<file path="config.mk">
export PLATFORM = sky130hd
export DESIGN_NAME = bsx_exec
export DESIGN_NICKNAME = d
export VERILOG_FILES = /design/src/pkg/bsx_pkg.sv /design/src/design/bsx_alu.sv /design/src/design/bsx_exec.sv
export SDC_FILE = /design/constraint.sdc
export NUM_CORES = 1
export LEC_CHECK = 0
export BUFFER_PORTS_ARGS = -buffer_cell sky130_fd_sc_hd__buf_2
export CAP_MARGIN = 10
export CORE_ASPECT_RATIO = 2
export CORE_UTILIZATION = 35
export CTS_BUF_LIST = sky130_fd_sc_hd__clkbuf_2
export DETAILED_ROUTE_END_ITERATION = 12
export GPL_TIMING_DRIVEN = 0
export PLACE_DENSITY_LB_ADDON = 0.05
export SLEW_MARGIN = 40
export SYNTH_ARGS = -nofsm -noshare
export SYNTH_HDL_FRONTEND = slang
export SYNTH_SLANG_ARGS = --single-unit
</file>
<file path="constraint.sdc">
create_clock -name sys_clk -period 6.7 [get_ports sys_clk]
set_input_delay 2.01 -clock sys_clk [delete_from_list [all_inputs] [get_ports sys_clk]]
set_output_delay 2.01 -clock sys_clk [all_outputs]
set_load 0.01 [all_outputs]
</file>
<file path="src/pkg/bsx_pkg.sv">
package bsx_pkg;
  // ******************************
  // Word and operand layout
  // ******************************
  localparam int IW = 14;
  localparam int DW = 8;
  localparam int FW = 7;
  localparam int PCW = 13;
  localparam int BRW = 11;
  localparam int DEST_BIT = 7;
  localparam int BIT_LSB = 7;
  localparam int LATCH_LSB = 3;
  localparam int BRANCH_CYCLES = 2;
  localparam int SKIP_CYCLES = 2;

  // Opcode patterns
  localparam logic [3:0] OPC_BIT_CLEAR = 4'h4;
  localparam logic [3:0] OPC_BIT_SET = 4'h5;
  localparam logic [3:0] OPC_BIT_TEST = 4'h6;
  localparam logic [2:0] OPC_BRANCH = 3'h5;
  localparam logic [5:0] OPC_DEC_SKIP = 6'h0B;
  localparam logic [5:0] OPC_INC = 6'h0A;
  localparam logic [5:0] OPC_MOVE_REG = 6'h08;
  localparam logic [5:0] OPC_SWAP = 6'h0E;
  localparam logic [6:0] OPC_STORE_ACC = 7'h01;
  localparam logic [IW-1:0] OPC_OPTION_LOAD = 14'h0062;
  localparam logic [10:0] OPC_DIR_LOAD = 11'h00C;
  localparam logic [2:0] DIR_MIN = 3'h5;

  // Reset values
  localparam logic [DW-1:0] ACC_RESET = 8'h00;
  localparam logic [DW-1:0] OPTION_RESET = 8'hFF;
  localparam logic [DW-1:0] DIR_RESET = 8'hFF;

  // File write request
  typedef struct packed {
    logic          we;
    logic [FW-1:0] addr;
    logic [DW-1:0] data;
  } bsx_fwrite_t;
endpackage

</file>
<file path="src/design/bsx_alu.sv">
`timescale 1ns/100ps
module bsx_alu
  import bsx_pkg::*;
(
  input  wire logic [3:0]    op_sel,
  input  wire logic [DW-1:0] opnd,
  input  wire logic [2:0]    bit_sel,
  output logic      [DW-1:0] result,
  output logic               zero
);
  // ******************************
  // Result selector
  // ******************************
  // 0 clr,1 set,2 dec,3 inc,4 move,5 swap
  always_comb begin
    unique case (op_sel)
      4'h0: result = opnd & ~(8'h01 << bit_sel);
      4'h1: result = opnd | (8'h01 << bit_sel);
      4'h2: result = opnd - 8'h01;
      4'h3: result = opnd + 8'h01;  // 0xFF wraps to zero
      4'h5: result = {opnd[3:0], opnd[7:4]};
      default: result = opnd;
    endcase
    zero = (result == 8'h00);
  end
endmodule // bsx_alu

</file>
<file path="src/design/bsx_exec.sv">
`timescale 1ns/100ps
// Summary of operation
// - Bit clear zeroes one chosen bit of the file register, other bits and flags untouched.
// - Bit set forces one chosen bit to one, other bits and flags untouched.
// - Bit test skips the prefetched word as a no-op when the bit is zero, else one cycle.
// - Decrement-skip writes f minus one to accumulator or file by destination, flags kept.
// - A zero decrement result discards the prefetched word, taking two cycles.
// - The branch loads its 11-bit field into counter bits 10:0 and always takes two cycles.
// - Counter bits 12:11 come from bits 4:3 of the upper address latch on a branch.
// - Increment adds one, steers by destination and updates zero; 0xFF wraps to zero.
// - Destination 0 sends the result to the accumulator, 1 back to the file register.
// - Move register copies f to the destination and updates zero.
// - Store accumulator writes the accumulator into f in one cycle, flags kept.
// - Option load copies the accumulator into the option register in one cycle.
// - Nibble exchange swaps the halves of f, steers by destination, flags kept.
// - Direction load copies the accumulator into direction register 5 to 7 only.
module bsx_exec
  import bsx_pkg::*;
(
  input  wire logic              sys_clk,
  input  wire logic              rst_b,
  input  wire logic              clk_en,
  input  wire logic              instr_valid,
  input  wire logic [IW-1:0]     instr_word,
  input  wire logic [DW-1:0]     file_rdata,
  input  wire logic [DW-1:0]     upper_address_latch,
  input  wire logic [PCW-1:0]    pc_in,
  output logic      [FW-1:0]     file_raddr,
  output bsx_fwrite_t            file_wr,
  output logic      [DW-1:0]     acc_out,
  output logic                   zero_flag,
  output logic                   zero_we,
  output logic      [DW-1:0]     option_out,
  output logic      [DW-1:0]     dir_a_out,
  output logic      [DW-1:0]     dir_b_out,
  output logic      [DW-1:0]     dir_c_out,
  output logic                   pc_load,
  output logic      [PCW-1:0]    pc_target,
  output logic                   flush,
  output logic                   busy
);
  // ******************************
  // State
  // ******************************
  typedef enum logic [0:0] {ST_EXEC, ST_BUBBLE} bsx_state_t;
  typedef struct packed {
    bsx_state_t          st;
    logic [DW-1:0]       acc;
    logic                zf;
    logic                zwe;
    logic [DW-1:0]       opt;
    logic [2:0][DW-1:0]  dir;
    bsx_fwrite_t         fw;
    logic                pcl;
    logic [PCW-1:0]      pct;
    logic                fl;
  } bsx_state_s_t;

  bsx_state_s_t state_reg, state_next;
  logic [3:0]    alu_sel;
  logic [DW-1:0] alu_res;
  logic          alu_zero;
  logic          is_clr, is_set, is_tst, is_br, is_dec, is_inc, is_mov, is_swp;
  logic          is_sto, is_opt, is_dir, dest_f;
  logic [2:0]    bsel;
  logic [1:0]    dir_idx;

  // Opcode decode; file read is combinational from the current word
  always_comb begin
    is_clr = instr_word[13:10] == OPC_BIT_CLEAR;
    is_set = instr_word[13:10] == OPC_BIT_SET;
    is_tst = instr_word[13:10] == OPC_BIT_TEST;
    is_br  = instr_word[13:11] == OPC_BRANCH;
    is_dec = instr_word[13:8] == OPC_DEC_SKIP;
    is_inc = instr_word[13:8] == OPC_INC;
    is_mov = instr_word[13:8] == OPC_MOVE_REG;
    is_swp = instr_word[13:8] == OPC_SWAP;
    is_sto = instr_word[13:7] == OPC_STORE_ACC;
    is_opt = instr_word == OPC_OPTION_LOAD;
    is_dir = instr_word[13:3] == OPC_DIR_LOAD && instr_word[2:0] >= DIR_MIN;
    dest_f = instr_word[DEST_BIT];
    bsel   = instr_word[BIT_LSB+2:BIT_LSB];
    // Operand 5..7 onto slots 0..2; other operands never reach the write
    dir_idx = 2'(instr_word[2:0] - DIR_MIN);
    unique case (1'b1)
      is_clr:  alu_sel = 4'h0;
      is_set:  alu_sel = 4'h1;
      is_dec:  alu_sel = 4'h2;
      is_inc:  alu_sel = 4'h3;
      is_swp:  alu_sel = 4'h5;
      default: alu_sel = 4'h4;
    endcase
  end

  assign file_raddr = instr_word[FW-1:0];

  bsx_alu u_alu (
    .op_sel  (alu_sel),
    .opnd    (file_rdata),
    .bit_sel (bsel),
    .result  (alu_res),
    .zero    (alu_zero)
  );

  // ******************************
  // Next-state logic
  // ******************************
  // Strobes last one cycle; the bubble cycle executes as a no-op
  always_comb begin
    state_next     = state_reg;
    state_next.fw  = '0;
    state_next.zwe = 1'b0;
    state_next.pcl = 1'b0;
    state_next.fl  = 1'b0;
    if (state_reg.st == ST_BUBBLE) begin
      state_next.st = ST_EXEC;  // Discarded word costs the second cycle
    end else if (instr_valid) begin
      state_next.fw.addr = instr_word[FW-1:0];
      if (is_clr || is_set) begin
        state_next.fw.we   = 1'b1;
        state_next.fw.data = alu_res;
      end
      if (is_dec || is_inc || is_mov || is_swp) begin
        if (dest_f) begin
          state_next.fw.we   = 1'b1;
          state_next.fw.data = alu_res;
        end else begin
          state_next.acc = alu_res;
        end
      end
      if (is_inc || is_mov) begin
        state_next.zf  = alu_zero;
        state_next.zwe = 1'b1;
      end
      if (is_sto) begin
        state_next.fw.we   = 1'b1;
        state_next.fw.data = state_reg.acc;
      end
      if (is_opt) begin
        state_next.opt = state_reg.acc;
      end
      if (is_dir) begin
        state_next.dir[dir_idx] = state_reg.acc;
      end
      if (is_br) begin
        state_next.pcl = 1'b1;
        state_next.pct = {upper_address_latch[LATCH_LSB+1:LATCH_LSB],
                          instr_word[BRW-1:0]};
        state_next.fl  = 1'b1;
        state_next.st  = ST_BUBBLE;
      end
      if ((is_tst && !file_rdata[bsel]) || (is_dec && alu_zero)) begin
        state_next.fl = 1'b1;
        state_next.st = ST_BUBBLE;
      end
    end
  end

  // Whole state registered in one place
  always_ff @(posedge sys_clk) begin
    if (!rst_b) begin
      state_reg     <= '0;
      state_reg.st  <= ST_EXEC;
      state_reg.acc <= ACC_RESET;
      state_reg.opt <= OPTION_RESET;
      state_reg.dir <= {3{DIR_RESET}};
    end else if (clk_en) begin
      state_reg <= state_next;
    end
  end

  assign file_wr    = state_reg.fw;
  assign acc_out    = state_reg.acc;
  assign zero_flag  = state_reg.zf;
  assign zero_we    = state_reg.zwe;
  assign option_out = state_reg.opt;
  assign dir_a_out  = state_reg.dir[0];
  assign dir_b_out  = state_reg.dir[1];
  assign dir_c_out  = state_reg.dir[2];
  assign pc_load    = state_reg.pcl;
  assign pc_target  = state_reg.pct;
  assign flush      = state_reg.fl;
  // Busy is high in the bubble so the fetch side can hold off
  assign busy       = state_reg.st == ST_BUBBLE;

  // ******************************
  // Checks
  // ******************************
  chk_branch_target: assert property (@(posedge sys_clk) disable iff (!rst_b)
    clk_en && instr_valid && !busy && is_br |=> pc_load &&
      pc_target == {$past(upper_address_latch[4:3]), $past(instr_word[10:0])})
    else $error("branch target wrong");
  chk_branch_bubble: assert property (@(posedge sys_clk) disable iff (!rst_b)
    clk_en && instr_valid && !busy && is_br |=> busy && flush)
    else $error("branch not two cycles");
  chk_test_skip: assert property (@(posedge sys_clk) disable iff (!rst_b)
    clk_en && instr_valid && !busy && is_tst |=> busy == $past(!file_rdata[bsel]))
    else $error("bit test skip wrong");
  chk_dec_skip: assert property (@(posedge sys_clk) disable iff (!rst_b)
    clk_en && instr_valid && !busy && is_dec |=> busy == ($past(file_rdata) == 8'h01))
    else $error("decrement skip wrong");
  chk_clear_bit: assert property (@(posedge sys_clk) disable iff (!rst_b)
    clk_en && instr_valid && !busy && is_clr |=> file_wr.we &&
      file_wr.data == ($past(file_rdata) & ~(8'h01 << $past(bsel))) && !zero_we)
    else $error("bit clear wrong");
  chk_set_bit: assert property (@(posedge sys_clk) disable iff (!rst_b)
    clk_en && instr_valid && !busy && is_set |=> file_wr.we &&
      file_wr.data == ($past(file_rdata) | (8'h01 << $past(bsel))) && !zero_we)
    else $error("bit set wrong");
  chk_inc_zero: assert property (@(posedge sys_clk) disable iff (!rst_b)
    clk_en && instr_valid && !busy && is_inc && file_rdata == 8'hFF |=> zero_we && zero_flag)
    else $error("increment wrap wrong");
  chk_store_acc: assert property (@(posedge sys_clk) disable iff (!rst_b)
    clk_en && instr_valid && !busy && is_sto |=> file_wr.we &&
      file_wr.data == $past(acc_out) && !busy)
    else $error("store accumulator wrong");
  chk_option_load: assert property (@(posedge sys_clk) disable iff (!rst_b)
    clk_en && instr_valid && !busy && is_opt |=> option_out == $past(acc_out))
    else $error("option load wrong");
endmodule // bsx_exec

</file>
==> metrics.md, run 1 <==
| Metric | Value |
|---|---|
| Area grow syn2layout | 21.4% |
| HPWL after detailed placement | 8560 µm |
| Starting Density | 0.361 |
| Core Box Area | slightly above 10,000 µm² |
| GRT Total Usage | 0.206 |
| Grt total ovfl | 0 |
| Min-Delay Path Class | reg -> reg |
| CTS tree | done |
| Hold slack final | 0.466 ns |
| Status | complete, no violations |
| Clk root buf | clkbuf_2 |
| R2r endpoint | option_out[2]$_SDFFE_PN1P_ |
| Clock latency on the worst-skew pair | roughly 0.5 ns |
| Initial antenna violation count | 1 |
| Commonest non-fill, non-tap cells in the layout | 112 x buf_2, 76 x nand2_1, 73 x dfxtp_1 |
| Setup crit start kind | input port |
| Drt initial violations | between 150 and 200 |
| DR DRC count | 0 |
| Chip height | about 150 µm |
| Post-DP Area | 4340 µm² |
| Post-Syn Area per Cell | around 8.6 µm² |
| H-tree Lvls | 3 |
| PnR worst setup slack | 2.00 ns |
| Switch Pwr | around 220 µW |
| Comb pwr share | 0.143 |
| Drt first pass iters | 5 |
| Worst path max stage delay | between 0.4 and 0.5 ns |
| R2r startpoint | busy$_SDFFE_PN0P_ |
| Fillers | around 1,100 |
| Number of global-route vias before repair | 3,232 |
| Flop pwr share | 0.590 |
| CTS clk-pin slew, worst paths | ~0.20 ns |
| RSZ-0062 raised after global routing | no |
| Async S/R FF share, synth | 0 |
| IO Pins | approximately 130 |
| Worst setup EP type | register |
| Power per cell area | approximately 170 nW/µm² |
| Layout cells sized above 1 | 0.280 |
| P_leak | 1.94 nW |
| Int Pwr | around 530 µW |
| Post-synthesis sequential area ratio | 0.402 |
| Min Tclk post-route | between 4 and 5 ns |
| Synth Cell Area | between 3000 and 4000 µm² |
| Clk_skew | 0.0300 ns |
| Design Area, Final | between 4000 and 5000 µm² |
| Port Buf Inserts | ~110 |
| Fmax | 213 MHz |
| Hold_buf cts | 0 |
| CTS Buf Count | 9 |
| Final #Nets | between 500 and 600 |
| Synthesized net count | 477 |
| Via count | about 3,400 |
| Critical path fanouts, max | 8 |
| Slowest CP cell | or3b_4 |
| Antenna Violating Nets Remaining | 0 |
| FF+latch area | around 1500 µm² |
| Num Clock Sinks | 73 |
| Kind of critical path | in -> reg |
| Final setup viols | 0 |
| Die area | roughly 11,000 µm² |
| Number of unique standard cell types used by synthesis | just over 60 |
| Met2 GRT Util | 0.385 |
| Met1 usage | 0.216 |
| Multi-input gate area | ~2000 µm² |
| HP Start | pc_target[10]$_SDFFE_PN0P_ |
| R2R Setup Slk | 4.57 ns |
| Synth Flop Type | dfxtp_1 |
| Met3 GRT Util | 0.0311 |
| CTS Buffer Depth | 2 |
| Final period util | 0.701 |
| Avg Vias per Cell | between 5 and 6 |
| DRT Wirelength | 11,000 µm |
| FP Rows | 52 |
| Data required, critical path | 7.13 ns |
| Largest net degree at the start of global routing | 12 |
| CP Cell Sequence | buf_2, or3b_4, or3_4, ha_1, nor2b_1, o31ai_1, a21oi_1, xor2_1, a21oi_1, nand4_1, o31ai_1 |
| Fin. Hold Viols | 0 |
| Worst hold stages | 2 |
| Yosys reg bits | 73 |
| Commonest non-fill, non-tap cell in the layout | buf_2 |
| Yosys Warn Count | 0 |
| Routability cong. | around 0.86 |
| Slew margin rel. | 0.563 |
| VDD IR-drop max | about 0.089 mV |
| DR WL/cell | roughly 16 µm |
| Resized Gates After CTS | 0 |
| Syn Inst Count | between 400 and 500 |
| Final Slew Violations | 0 |
| Worst slack, placed | between 1.5 and 2 ns |
| Fin Setup TNS | 0 ns |
| Worst-margin pin slew | 0.653 ns |
| Clock power frac | 0.267 |
| First-pass GRT wire length | between 15,000 and 20,000 µm |
| Most Crowded Layer GR | met2 |
| CP arrival | about 5.1 ns |
| Post CTS Setup Buffer Count | 0 |
| R2R depth | 7 |
| EDFF count, synth | 0 |
| Die Wd | 74.1 µm |
| Hold endpoint | pc_target[10]$_SDFFE_PN0P_ |
| Max-cap violations | 0 |
| Sw Ratio | 0.295 |
## kinds of logic after synthesis
| family | synth area share |
|---|---|
| fa+ha+maj | 0.0323 |
| flops | 0.402 |
| simple gates | 0.254 |
| buf+inv | 0.0520 |
| xor+xnor | 0.0120 |
| mux | 0.112 |
| compound gates | 0.136 |
## metal layers
layer | wire length (µm) | up-vias
met5 | 0 | -
met4 | 284 | 0
met3 | 336 | 17
met2 | 6250 | 100
met1 | 4100 | 1612
li1 | - | 1704
## metrics by stage
stage,utilization,power (mW),instances
floorplan,-,0.515,422
global placement,0.430,0.555,663
detailed placement,0.430,0.557,663
CTS,0.437,0.755,677
global route,0.438,0.783,678
finish,0.438,0.748,678
## synthesized netlist by cell type, types with 2 or more instances
master	count	area, µm²
nand2_1	76	285
dfxtp_1	73	1460
a21oi_1	36	180
mux2i_1	35	350
nand3_1	24	120
nor2_1	23	86.3
clkbuf_1	15	56.3
nand2b_1	14	87.6
nor2b_1	9	56.3
buf_4	8	60.1
a211oi_1	7	52.6
ha_1	7	87.6
inv_1	7	26.3
o211ai_1	7	52.6
buf_2	6	30.0
o21ai_0	5	25.0
nand4_1	4	25.0
a32oi_1	3	26.3
nand3b_1	3	22.5
nor3_1	3	15.0
nor3b_1	3	22.5
o31ai_1	3	22.5
xnor2_1	3	26.3
a21boi_0	2	15.0
a22oi_1	2	15.0
and3_1	2	12.5
buf_1	2	7.51
mux4_2	2	45.0
nor3b_2	2	25.0
nor4_4	2	42.5
o21a_1	2	15.0
o22ai_1	2	12.5
xor2_1	2	17.5
## worst max path at each step
stage	startpoint	to	slack, ns	cells after the start
after global routing	instr_word[11]	zero_flag$_SDFFE_PN0P_	1.86	11
after CTS	instr_word[11]	busy$_SDFFE_PN0P_	2.09	11
after global placement	instr_word[11]	busy$_SDFFE_PN0P_	1.54	11
after detailed placement	instr_word[11]	busy$_SDFFE_PN0P_	1.52	11
final	instr_word[11]	busy$_SDFFE_PN0P_	2.00	11
after floorplan	instr_word[13]	file_wr[7]$_SDFFE_PN0P_	2.19	10
## power by group through the flow
| stage | clock, mW | sequential [mW] | combinational [mW] |
|---|---|---|---|
| after floorplan | 0 | 0.451 | 0.0640 |
| after CTS | 0.207 | 0.441 | 0.107 |
| after detailed placement | 0 | 0.450 | 0.107 |
| after global placement | 0 | 0.450 | 0.105 |
| final | 0.200 | 0.441 | 0.107 |
| after global routing | 0.225 | 0.442 | 0.116 |
## area by class of cell
cell class | count | share of cell area
flip-flops and latches | 73 | 0.331
inverters | 9 | 0.00794
diodes | 1 | 0.000567
multi-input cells | 309 | 0.450
plain buffers | 31 | 0.0349
repair buffers | 106 | 0.120
clock buffers | 11 | 0.0125
clock inverters | 3 | 0.00454
well taps | 135 | 0.0383
## worst max-delay path, delay by kind of cell
| family | cells | cell delay (ns) |
|---|---|---|
| buffers and inverters | 1 | 0.16 |
| XOR/XNOR | 1 | 0.17 |
| AO/OA/AOI/OAI | 4 | 1.16 |
| AND/OR/NAND/NOR | 4 | 1.32 |
| adder cells (fa/ha/maj) | 1 | 0.31 |
No activity file was read; power rests on OpenSTA's default activity.
==> run 2, diff against run 1 <==
Settings changed: ABC_AREA set to 1.
Clock period 6.7 ns to 4 ns, I/O delays scaled along.
==> metrics.md, run 2 <==
| Metric | Value |
|---|---|
| Clk_skew | 0.0191 ns (-0.0109 ns) |
| Avg Vias per Cell | 4.99 (-1.4%) |
| Synth Flop Type | dfxtp_1 |
| VDD IR-drop max | 0.184 mV (+110%) |
| Resized Gates After CTS | 0 (unchanged) |
| Kind of critical path | in -> reg |
| Status | complete, no violations |
| Comb pwr share | 0.137 (-0.006) |
| Post-Syn Area per Cell | 6.94 µm² (-19%) |
| Critical path fanouts, max | 8 (unchanged) |
| Clock power frac | 0.340 (+0.073) |
| IO Pins | 128 (unchanged) |
| Clock latency on the worst-skew pair | 0.53 ns (+0.03 ns) |
| Chip height | 149 µm (+1.8%) |
| RSZ-0062 raised after global routing | no |
| Yosys reg bits | 73 (unchanged) |
| Core Box Area | 10,500 µm² (+3.9%) |
| Synthesized net count | 598 (+25%) |
| Most common cell in the synthesized netlist | nand2_1 |
| Min Tclk post-route | between 3 and 4 ns |
| Via count | 4,003 (+17%) |
| Power per cell area | 307 nW/µm² (+81%) |
| DP Cell Count | 785 (+18%) |
| Syn Inst Count | 543 (+29%) |
| H-tree Lvls | 3 (unchanged) |
| Synth top area share | 0.388 (-0.0144) |
| Number of unique standard cell types used by synthesis | 33 (-46%) |
| Total power | 1.42 mW (+89%) |
| HPWL after detailed placement | 10,100 µm (+17%) |
| Final setup viols | 0 (unchanged) |
| Layout cells sized above 1 | 0.242 (-0.0380) |
| P_leak | 2.33 nW (+20%) |
| Fin. Hold Viols | 0 (unchanged) |
| Worst setup EP type | register |
| Initial antenna violation count | 1 (unchanged) |
| Async S/R FF share, synth | 0 (unchanged) |
| Data required, critical path | 4.47 ns (-2.66 ns) |
| Die Wd | 75.4 µm (+1.8%) |
| Hold slack final | 0.475 ns (+0.00896 ns) |
| Routability cong. | 0.930 (+8.0%) |
| Number of global-route vias before repair | 3,666 (+13%) |
| Worst path most repeated cell | nand3_1 |
| CTS Buffer Depth | 2 (unchanged) |
| Largest net degree at the start of global routing | 14 (+2) |
| FP Rows | 53 (+1.9%) |
| Synth Cell Area | 3770 µm² (+3.7%) |
| DR DRC count | 0 (unchanged) |
| Final #Nets | 714 (+20%) |
| EDFF count, synth | 0 (unchanged) |
| Post-synth top cells | 166 x nand2_1, 73 x dfxtp_1, 57 x inv_1 |
| Grt total ovfl | 0 (unchanged) |
| Clk root buf | clkbuf_2 |
| Slew margin rel. | 0.629 (+0.0660) |
| CTS clk-pin slew, worst paths | 0.20 ns (about the same) |
| Max-cap violations | 0 (unchanged) |
| GRT Total Usage | 0.236 (+0.0297) |
| Fin cells | 802 (+18%) |
| Worst-margin pin slew | 0.557 ns (-0.0961 ns) |
| Fmax | roughly 280 MHz |
| Area grow syn2layout | 22.4% |
| Hold_buf cts | 0 (unchanged) |
| DRT Wirelength | 12,600 µm (+15%) |
| CTS tree | done |
| CP arrival | 3.99 ns (-1.14 ns) |
| Commonest non-fill, non-tap cell in the layout | nand2_1 |
| Min-Delay Path Class | reg -> reg |
| Yosys top cell by area | dfxtp_1 |
| Critical path buffers and inverters | 5 (+4) |
| Yosys Warn Count | 0 (unchanged) |
| Port Buf Inserts | 105 (-0.94%) |
| Switch Pwr | 411 µW (+86%) |
| Die area | 11,200 µm² (+3.6%) |
| Drt first pass iters | 4 (-1) |
| Worst path max stage delay | 0.40 ns (-0.08 ns) |
| Setup crit start kind | input port |
| Slowest CP cell | fa_1 |
| Main area contributors after synthesis | dfxtp_1 39%, nand2_1 17%, o211ai_1 6.6% |
| Starting Density | 0.360 (-0.000622) |
| Fin Setup TNS | 0 ns (unchanged) |
| Antenna Violating Nets Remaining | 0 (unchanged) |
| Commonest non-fill, non-tap cells in the layout | 166 x nand2_1, 110 x buf_2, 73 x dfxtp_1 |
| Int Pwr | 1.01 mW (+91%) |
| Num Clock Sinks | 73 (unchanged) |
| CP Cell Sequence | buf_2, inv_1, nor2_1, nand3_1, inv_1, o21ai_2, inv_1, fa_1, inv_1, nand3_1, nand2_1, nand2_1, nand3_1, nand3_1, nor2_1, nand2_2, nor2_2, nand3_1, nand2_1, nand2_1, a21oi_2 |
| Post-synthesis sequential area ratio | 0.388 (-0.0144) |
| CTS Buf Count | 9 (unchanged) |
| Sw Ratio | 0.290 (-0.00505) |
| Flop pwr share | 0.523 (-0.067) |
| First-pass GRT wire length | 19,400 µm (+15%) |
| Final period util | 0.879 |
| DR WL/cell | 15.7 µm (-2.9%) |
| Cell family with most CP delay | simple AND/OR/NAND/NOR gates |
| Final Slew Violations | 0 (unchanged) |
| Post CTS Setup Buffer Count | 0 (unchanged) |
| Drt initial violations | 177 (-3.3%) |
## run 2: metal layers
layer | part of all wire | wire length (µm) | track usage | up-vias
met5 | 0 | 0 | 0 | -
li1 | - | - | - | 2015
met1 | 0.37 | 4640 | 0.244 | 1854
met3 | 0.038 | 473 | 0.0345 | 27
met4 | 0.035 | 444 | 0.112 | 0
met2 | 0.56 | 7040 | 0.441 | 107
## run 2: kinds of logic (layout without fill, tap and decap cells)
logic type / Yosys count / in the layout / share of synthesized area
AO/OA/AOI/OAI: 113 / 113 / 0.180
adder cells (fa/ha/maj): 8 / 8 / 0.0285
buffers and inverters: 91 / 212 / 0.102
flip-flops: 73 / 73 / 0.388
other: 0 / 1 / 0
AND/OR/NAND/NOR: 258 / 258 / 0.301
## run 2: power groups by stage
stage / Sequential (mW) / Combinational (mW) / Clock, mW
final: 0.740 / 0.194 / 0.482
after detailed placement: 0.755 / 0.195 / 0
after global placement: 0.755 / 0.194 / 0
after global routing: 0.742 / 0.219 / 0.530
after CTS: 0.741 / 0.196 / 0.496
after floorplan: 0.758 / 0.116 / 0
## run 2: worst paths after layout
kind	start	cells after the start	endpoint	slack, ns
max	instr_word[12]	21	busy$_SDFFE_PN0P_	0.48
min reg2reg	pc_target[0]$_SDFFE_PN0P_	2	pc_target[0]$_SDFFE_PN0P_	0.47
min	pc_target[0]$_SDFFE_PN0P_	2	pc_target[0]$_SDFFE_PN0P_	0.47
max reg2reg	busy$_SDFFE_PN0P_	9	option_out[7]$_SDFFE_PN1P_	1.77
## run 2: area by class of cell
cell class | instances | area (µm²)
inverter | 63 | 236
antenna | 1 | 2.50
buffer | 28 | 149
multi-input combinational | 379 | 1930
tap | 137 | 171
clock inverter | 7 | 95.1
timing repair buffer | 105 | 526
clock buffer | 9 | 45.0
fill | 1185 | 5860
sequential | 73 | 1460
## run 2: metrics by stage
stage,worst slack (ns),utilization,instance area [µm²]
6_report,0.485,0.440,4610
5_1_grt,0.180,0.440,4610
4_1_cts,0.288,0.440,4610
3_5_place_dp,-0.275,0.426,4470
3_3_place_gp,-0.565,0.426,4470
2_1_floorplan,0.370,-,3770
## run 2: worst register-to-register path, cell delays in order, from the launching register on
cell      delay, ns
dfxtp_1        0.44
nor2_1         0.07
nand2_1        0.24
clkinv_1       0.35
nand2_1        0.20
nor4_1         0.06
nand2_1        0.26
clkbuf_1       0.38
nand2_1        0.10
o211ai_1       0.09
